### config.mk
export PLATFORM = sky130hd
export DESIGN_NAME = irbi_top
export DESIGN_NICKNAME = d
export VERILOG_FILES = /design/src/hw/irbi_pkg.sv /design/src/hw/irbi_top.sv
export VERILOG_INCLUDE_DIRS = /design/src /design/src/hw
export SDC_FILE = /design/constraint.sdc
export NUM_CORES = 1
export LEC_CHECK = 0
export BUFFER_PORTS_ARGS = -buffer_cell sky130_fd_sc_hd__buf_2
export CAP_MARGIN = 15
export CORE_ASPECT_RATIO = 0.5
export CORE_MARGIN = 3
export CORE_UTILIZATION = 45
export CTS_CLUSTER_DIAMETER = 60
export DETAILED_ROUTE_END_ITERATION = 16
export PLACE_DENSITY = 0.73
export SKIP_CTS_REPAIR_TIMING = 1
export SYNTH_ARGS = -nofsm -noshare
export SYNTH_HDL_FRONTEND = slang
export SYNTH_SLANG_ARGS = --single-unit
### constraint.sdc
create_clock -name i_clk -period 1.4 [get_ports i_clk]
set_input_delay 0.28 -clock i_clk [delete_from_list [all_inputs] [get_ports i_clk]]
set_output_delay 0.28 -clock i_clk [all_outputs]
set_load 0.01 [all_outputs]
### src/hw/irbi_params.svh
// constants for the receive interrupt and bus-resource init register block
`ifndef IRBI_PARAMS_SVH
`define IRBI_PARAMS_SVH

`define IRBI_CTX_N     4
`define IRBI_BW_W      13
`define IRBI_NREG      6

`define IRBI_OFS_EVSET 32'h0000_00A0
`define IRBI_OFS_EVCLR 32'h0000_00A4
`define IRBI_OFS_MKSET 32'h0000_00A8
`define IRBI_OFS_MKCLR 32'h0000_00AC
`define IRBI_OFS_BW    32'h0000_00B0
`define IRBI_OFS_CH    32'h0000_00B4

`define IRBI_SEL_EVSET 0
`define IRBI_SEL_EVCLR 1
`define IRBI_SEL_MKSET 2
`define IRBI_SEL_MKCLR 3
`define IRBI_SEL_BW    4
`define IRBI_SEL_CH    5

`define IRBI_BW_RST    13'h1333
`define IRBI_CH_RST    32'hFFFF_FFFF
`define IRBI_RESP_OKAY 1'h0

`endif

### src/hw/irbi_pkg.sv
// types shared by the receive interrupt and bus-resource init register block
`default_nettype none
`include "irbi_params.svh"

package irbi_pkg;

   typedef logic [`IRBI_CTX_N-1:0] irbi_ctx_type;
   typedef logic [`IRBI_NREG-1:0]  irbi_sel_type;

   typedef enum logic [2:0] {
      ST_IDLE = 3'b001,
      ST_WR   = 3'b010,
      ST_RD   = 3'b100
   } irbi_state_type;

   typedef struct packed {
      logic        hsel;
      logic [31:0] haddr;
      logic [1:0]  htrans;
      logic        hwrite;
      logic [2:0]  hsize;
      logic [31:0] hwdata;
      logic        hready;
   } irbi_ahb_req_type;

   typedef struct packed {
      logic [31:0] hrdata;
      logic        hreadyout;
      logic        hresp;
   } irbi_ahb_rsp_type;

   typedef struct packed {
      logic [`IRBI_BW_W-1:0] bw;
      logic [31:0]           chan_hi;
      logic                  load;
   } irbi_csr_type;

   typedef struct packed {
      irbi_state_type        bus_st;
      irbi_sel_type          regsel;
      logic                  hready;
      logic [31:0]           hrdata;
      irbi_ctx_type          flags;
      irbi_ctx_type          mask;
      irbi_ctx_type          irq_prev;
      logic [`IRBI_BW_W-1:0] bw_init;
      logic [31:0]           chan_init;
      irbi_csr_type          csr;
      logic                  summary;
   } irbi_regs_type;

endpackage : irbi_pkg

`default_nettype wire

### src/hw/irbi_top.sv
// isochronous receive interrupt registers and bus-resource init values
`timescale 1ns/1ps
`default_nettype none
`include "irbi_params.svh"

module irbi_top (
   input  wire logic                     i_clk,      // 40 MHz clock
   input  wire logic                     i_srst,     // hardware reset, sync high
   input  wire logic                     i_sw_rst,   // software reset pulse
   input  wire logic                     i_hbus_rst, // host-bus reset pulse
   input  wire logic                     i_bus_rst,  // serial-bus reset pulse
   input  wire irbi_pkg::irbi_ctx_type   i_rx_irq,   // per-context interrupt
   input  wire irbi_pkg::irbi_ahb_req_type i_ahb,    // AHB-Lite request
   output var  irbi_pkg::irbi_ahb_rsp_type o_ahb,    // AHB-Lite response
   output var  irbi_pkg::irbi_csr_type   o_csr,      // bus-management CSR preload
   output logic                          o_rx_summary_event // interrupt level
);
   import irbi_pkg::*;

   ////////////////////////////////////////////////////////////////////////////
   // state

   localparam irbi_regs_type RST_VAL = '{
      bus_st:    ST_IDLE,
      regsel:    '0,
      hready:    1'b1,
      hrdata:    '0,
      flags:     '0,
      mask:      '0,
      irq_prev:  '0,
      bw_init:   `IRBI_BW_RST,
      chan_init: `IRBI_CH_RST,
      csr:       '{bw: `IRBI_BW_RST, chan_hi: `IRBI_CH_RST, load: 1'b1},
      summary:   1'b0
   };

   irbi_regs_type r_q;
   irbi_regs_type r_d;

   logic           acc;
   irbi_sel_type   sel;
   logic           wr_en;
   irbi_sel_type   wsel;
   logic [31:0]    wdata;
   irbi_ctx_type   rise;
   irbi_ctx_type   ev_set;
   irbi_ctx_type   ev_clr;
   irbi_ctx_type   mk_set;
   irbi_ctx_type   mk_clr;
   logic           rst_copy;
   logic [31:0]    rd_word;

   ////////////////////////////////////////////////////////////////////////////
   // bus address phase and decode

   assign acc = i_ahb.hsel & i_ahb.hready & i_ahb.htrans[1];

   // full-address compare: aliases above the window read as zero
   assign sel[`IRBI_SEL_EVSET] = (i_ahb.haddr == `IRBI_OFS_EVSET);
   assign sel[`IRBI_SEL_EVCLR] = (i_ahb.haddr == `IRBI_OFS_EVCLR);
   assign sel[`IRBI_SEL_MKSET] = (i_ahb.haddr == `IRBI_OFS_MKSET);
   assign sel[`IRBI_SEL_MKCLR] = (i_ahb.haddr == `IRBI_OFS_MKCLR);
   assign sel[`IRBI_SEL_BW]    = (i_ahb.haddr == `IRBI_OFS_BW);
   assign sel[`IRBI_SEL_CH]    = (i_ahb.haddr == `IRBI_OFS_CH);

   assign wr_en = (r_q.bus_st == ST_WR);
   assign wsel  = wr_en ? r_q.regsel : '0;
   assign wdata = i_ahb.hwdata;

   ////////////////////////////////////////////////////////////////////////////
   // event and mask updates

   assign rise = i_rx_irq & ~r_q.irq_prev;

   assign ev_set = rise
                 | (wsel[`IRBI_SEL_EVSET] ? wdata[`IRBI_CTX_N-1:0] : '0);
   assign ev_clr = wsel[`IRBI_SEL_EVCLR] ? wdata[`IRBI_CTX_N-1:0] : '0;
   assign mk_set = wsel[`IRBI_SEL_MKSET] ? wdata[`IRBI_CTX_N-1:0] : '0;
   assign mk_clr = wsel[`IRBI_SEL_MKCLR] ? wdata[`IRBI_CTX_N-1:0] : '0;

   assign rst_copy = i_hbus_rst | i_bus_rst;

   ////////////////////////////////////////////////////////////////////////////
   // read mux, upper bits zero-filled

   assign rd_word =
        ({{(32-`IRBI_CTX_N){1'b0}}, r_q.flags}
           & {32{r_q.regsel[`IRBI_SEL_EVSET]}})
      | ({{(32-`IRBI_CTX_N){1'b0}}, r_q.flags & r_q.mask}
           & {32{r_q.regsel[`IRBI_SEL_EVCLR]}})
      | ({{(32-`IRBI_CTX_N){1'b0}}, r_q.mask}
           & {32{r_q.regsel[`IRBI_SEL_MKSET]
               | r_q.regsel[`IRBI_SEL_MKCLR]}})
      | ({{(32-`IRBI_BW_W){1'b0}}, r_q.bw_init}
           & {32{r_q.regsel[`IRBI_SEL_BW]}})
      | (r_q.chan_init & {32{r_q.regsel[`IRBI_SEL_CH]}});

   ////////////////////////////////////////////////////////////////////////////
   // next state

   always_comb begin
      r_d = r_q;
      r_d.irq_prev = i_rx_irq;

      // set wins over a clear in the same cycle, so no edge is lost
      r_d.flags = (r_q.flags & ~ev_clr) | ev_set;
      r_d.mask  = (r_q.mask & ~mk_clr) | mk_set;

      // registered from next values so the line tracks the flags exactly
      r_d.summary = |(r_d.flags & r_d.mask);

      if (i_sw_rst) begin
         r_d.bw_init   = `IRBI_BW_RST;
         r_d.chan_init = `IRBI_CH_RST;
      end else begin
         if (wsel[`IRBI_SEL_BW]) begin
            r_d.bw_init = wdata[`IRBI_BW_W-1:0];
         end
         if (wsel[`IRBI_SEL_CH]) begin
            r_d.chan_init = wdata;
         end
      end

      // a bus or host-bus reset copies the value held before any write in the same cycle
      r_d.csr.load = i_sw_rst | rst_copy;
      if (i_sw_rst) begin
         r_d.csr.bw      = `IRBI_BW_RST;
         r_d.csr.chan_hi = `IRBI_CH_RST;
      end else if (rst_copy) begin
         r_d.csr.bw      = r_q.bw_init;
         r_d.csr.chan_hi = r_q.chan_init;
      end

      r_d.hready = 1'b1;
      case (r_q.bus_st)
         ST_IDLE, ST_WR: begin
            if (acc) begin
               r_d.regsel = sel;
               r_d.bus_st = i_ahb.hwrite ? ST_WR : ST_RD;
               // one wait state on reads lets a preceding write land first
               r_d.hready = i_ahb.hwrite;
            end else begin
               r_d.bus_st = ST_IDLE;
            end
         end
         ST_RD: begin
            r_d.hrdata = rd_word;
            r_d.bus_st = ST_IDLE;
         end
         default: begin
            r_d.bus_st = ST_IDLE;
         end
      endcase
   end

   always_ff @(posedge i_clk) begin
      if (i_srst) begin
         r_q <= RST_VAL;
      end else begin
         r_q <= r_d;
      end
   end

   ////////////////////////////////////////////////////////////////////////////
   // outputs

   // one assignment drives the whole response struct
   assign o_ahb = '{
      hrdata:    r_q.hrdata,
      hreadyout: r_q.hready,
      hresp:     `IRBI_RESP_OKAY
   };
   assign o_csr           = r_q.csr;
   assign o_rx_summary_event = r_q.summary;
endmodule : irbi_top

`default_nettype wire

==> results_dict.tcl <==
set metrics [dict create \
    hp-class "primary input to flip-flop" \
    crit_type "flip-flop to flip-flop" \
    wl_per_cell_um 16.2 \
    power.density_mw_per_mm2 1280 \
    route.vias.total 5419 \
    grt_pass1_wl_um 25000 \
    timing_worst_slew_pin_value_ns 0.550 \
    start_kind "flip-flop" \
    synth_edf_count 0 \
    grt_start_max_net_pins 49 \
    critPathArrivalTime_ns 1.75 \
    synth_common_cells "209 x nand2_1, 146 x dfxtp_1, 97 x nand3_1" \
    fill_cells 1108 \
    timing.fmax_mhz 710 \
    syn_area_sq_mm 0.00598 \
    antenna_found_initial 0 \
    finalSetupViolations 2 \
    p_leak_uw 0.00343 \
    cts_sinks 146 \
    drt-initial-drc-count 466 \
    drive_gt1_share_pct 30.2 \
    fin_ws_ns -0.00836 \
    postRouteAntennaNets 0 \
    r2r_slack_ns -0.008 \
    p_total_uw 9500 \
    relSlewSlack_pct 63.3 \
    routed_wl_um 16400 \
    drt-pass1-iter-count 5 \
    hold-worst-slack_ns 0.0869 \
    cts_tree "built" \
    gp_congestion 0.813 \
    cts_buffers 17 \
    syn_area_per_cell_sq_um 8.07 \
    ir_worst_vdd_mv 0.868 \
    synth_area_leaders "dfxtp_1 49%, nand2_1 13%, buf_4 10%" \
    stdcell_area_sq_mm 0.00742 \
    post-route-drc-count 0 \
    period_needed_ns 1.41 \
    drv_cap 0 \
    crit_end "r_q[139]" \
    rsz0062_at_grt "yes" \
    violations "setup timing" \
    path_clk_slew_ns 0.06 \
    n_antenna_cell 0 \
    core.rowCount 29 \
    clock_latency_ns 0.41 \
    dpl.cell_count 977 \
    grt-ovfl-total 0 \
    fin_skew_ns 0.00869 \
    yosys_warnings 0 \
    area_growth_pct 24.1 \
    synth.top_cell.area_share_pct 48.9 \
    placed_cell_area_sq_mm 0.00659 \
    async_reset_ff_share_pct 0 \
    cp_max_fo 5 \
    grt_pass1_vias 5071 \
    h-tree-depth 4 \
    coreArea_sq_mm 0.0128 \
    synthFlopType "dfxtp_1" \
    port_buffers 156 \
    pin_count 162 \
    dp_hpwl_um 10800 \
    synth_fp_nets 822 \
    ys_seq_elements 146 \
    yosysSeqAreaShare_pct 48.9 \
    synth.most_common_cell "nand2_1" \
    nets 912 \
    r2r-start "r_q[143]" \
    dieArea_sq_mm 0.0148 \
    setup_tns_ns -0.0145 \
    viasPerCell 5.34 \
    r2r_cells 5 \
    end_kind "flip-flop" \
    cts_buffer_depth 2 \
    final_max_slew_viol_count 0 \
    hp-start "i_ahb[32]" \
    run_status "finished with violations" \
    cp.required_ns 1.74 \
    r2r-end "r_q[139]" \
    startpoint "r_q[143]" \
    die_w_um 169 \
    track_usage_pct 21.2 \
    yosysTopAreaCell "dfxtp_1" \
    final-instance-count-excl-fill 1014 \
    syn_inst 741 \
    die_h_um 87.5 \
    start_util_pct 46.7 \
    hold_viol_final 0 \
    cts_root_buf "clkbuf_16" \
    ys_types 37 \
    period_share_pct 101 \
]
## routing by layer
layer	GRT usage (%)	vias to the layer above	routed length (um)	share of wire [%]
li1	-	2582	-	-
met1	26.2	2560	6980	43
met2	37.1	256	7840	48
met3	5.67	21	1380	8.4
met4	5.82	0	200	1.2
met5	0	-	0	0
## metrics by stage
step / util [%] / worst slack, ns
global placement: 51.4 / -0.134
finish: 57.9 / -0.00836
floorplan: - / 0.0236
global route: 57.9 / -0.0888
CTS: 56.3 / -0.104
detailed placement: 51.4 / -0.238
## power by group
part | internal [uW] | switching [uW]
Combinational | 206 | 272
Clock | 3040 | 1760
Sequential | 4200 | 22.2
## registers in the layout, indices dropped and copies added, names as in the netlist
name and cells:
r_q 66, o_rx_summary_event 1, o_csr 46, o_ahb 33
## worst max-delay path, stage by stage (launching register included)
cell and delay (ns):
dfxtp_4 0.37, buf_4 0.13, xor2_4 0.19, nand3b_4 0.10, or4_4 0.43, o21ai_2 0.12
## worst min-delay path by stage
stage           endpoint  slack [ns]  cells after the start
2_1_floorplan   r_q[139]        0.37                      1
3_3_place_gp   o_csr[44]        0.44                      2
3_5_place_dp   o_csr[36]        0.44                      2
4_1_cts          r_q[66]        0.07                      3
5_1_grt          r_q[78]        0.08                      3
6_report         r_q[78]        0.09                      3
## cell families (layout without fill, tap and decap cells)
logic type / count (synthesis) / in the layout / share of synthesized area, %
flops: 146 / 146 / 48.9
compound gates: 76 / 76 / 8.87
other cells: 1 / 1 / 0.0627
simple gates: 385 / 385 / 28.5
xor+xnor: 1 / 1 / 0.272
buf+inv: 132 / 235 / 13.4
## placed cells by master (no fill, tap or decap), drive strengths merged, types with 5 or more instances in the layout
master | Yosys | final
nand2 | 209 | 209
buf | 89 | 193
dfxtp | 146 | 146
nand3 | 97 | 97
nor2 | 34 | 34
a21oi | 32 | 32
clkbuf | 36 | 23
nor3 | 13 | 13
a221oi | 9 | 9
a21boi | 8 | 8
inv | 7 | 7
nor4 | 5 | 5
clkinv | 0 | 5
## cell type report
class                   instances  area, sq um  area share (%)
multi-input cells             463         2360            31.8
flip-flops and latches        146         2930            39.5
clock buffers                  20          447            6.02
clock inverters                12          183            2.46
inverters                       7         26.3           0.354
well taps                     170          213            2.87
repair buffers                196         1260            17.0
No activity file was read; power rests on OpenSTA's default activity.
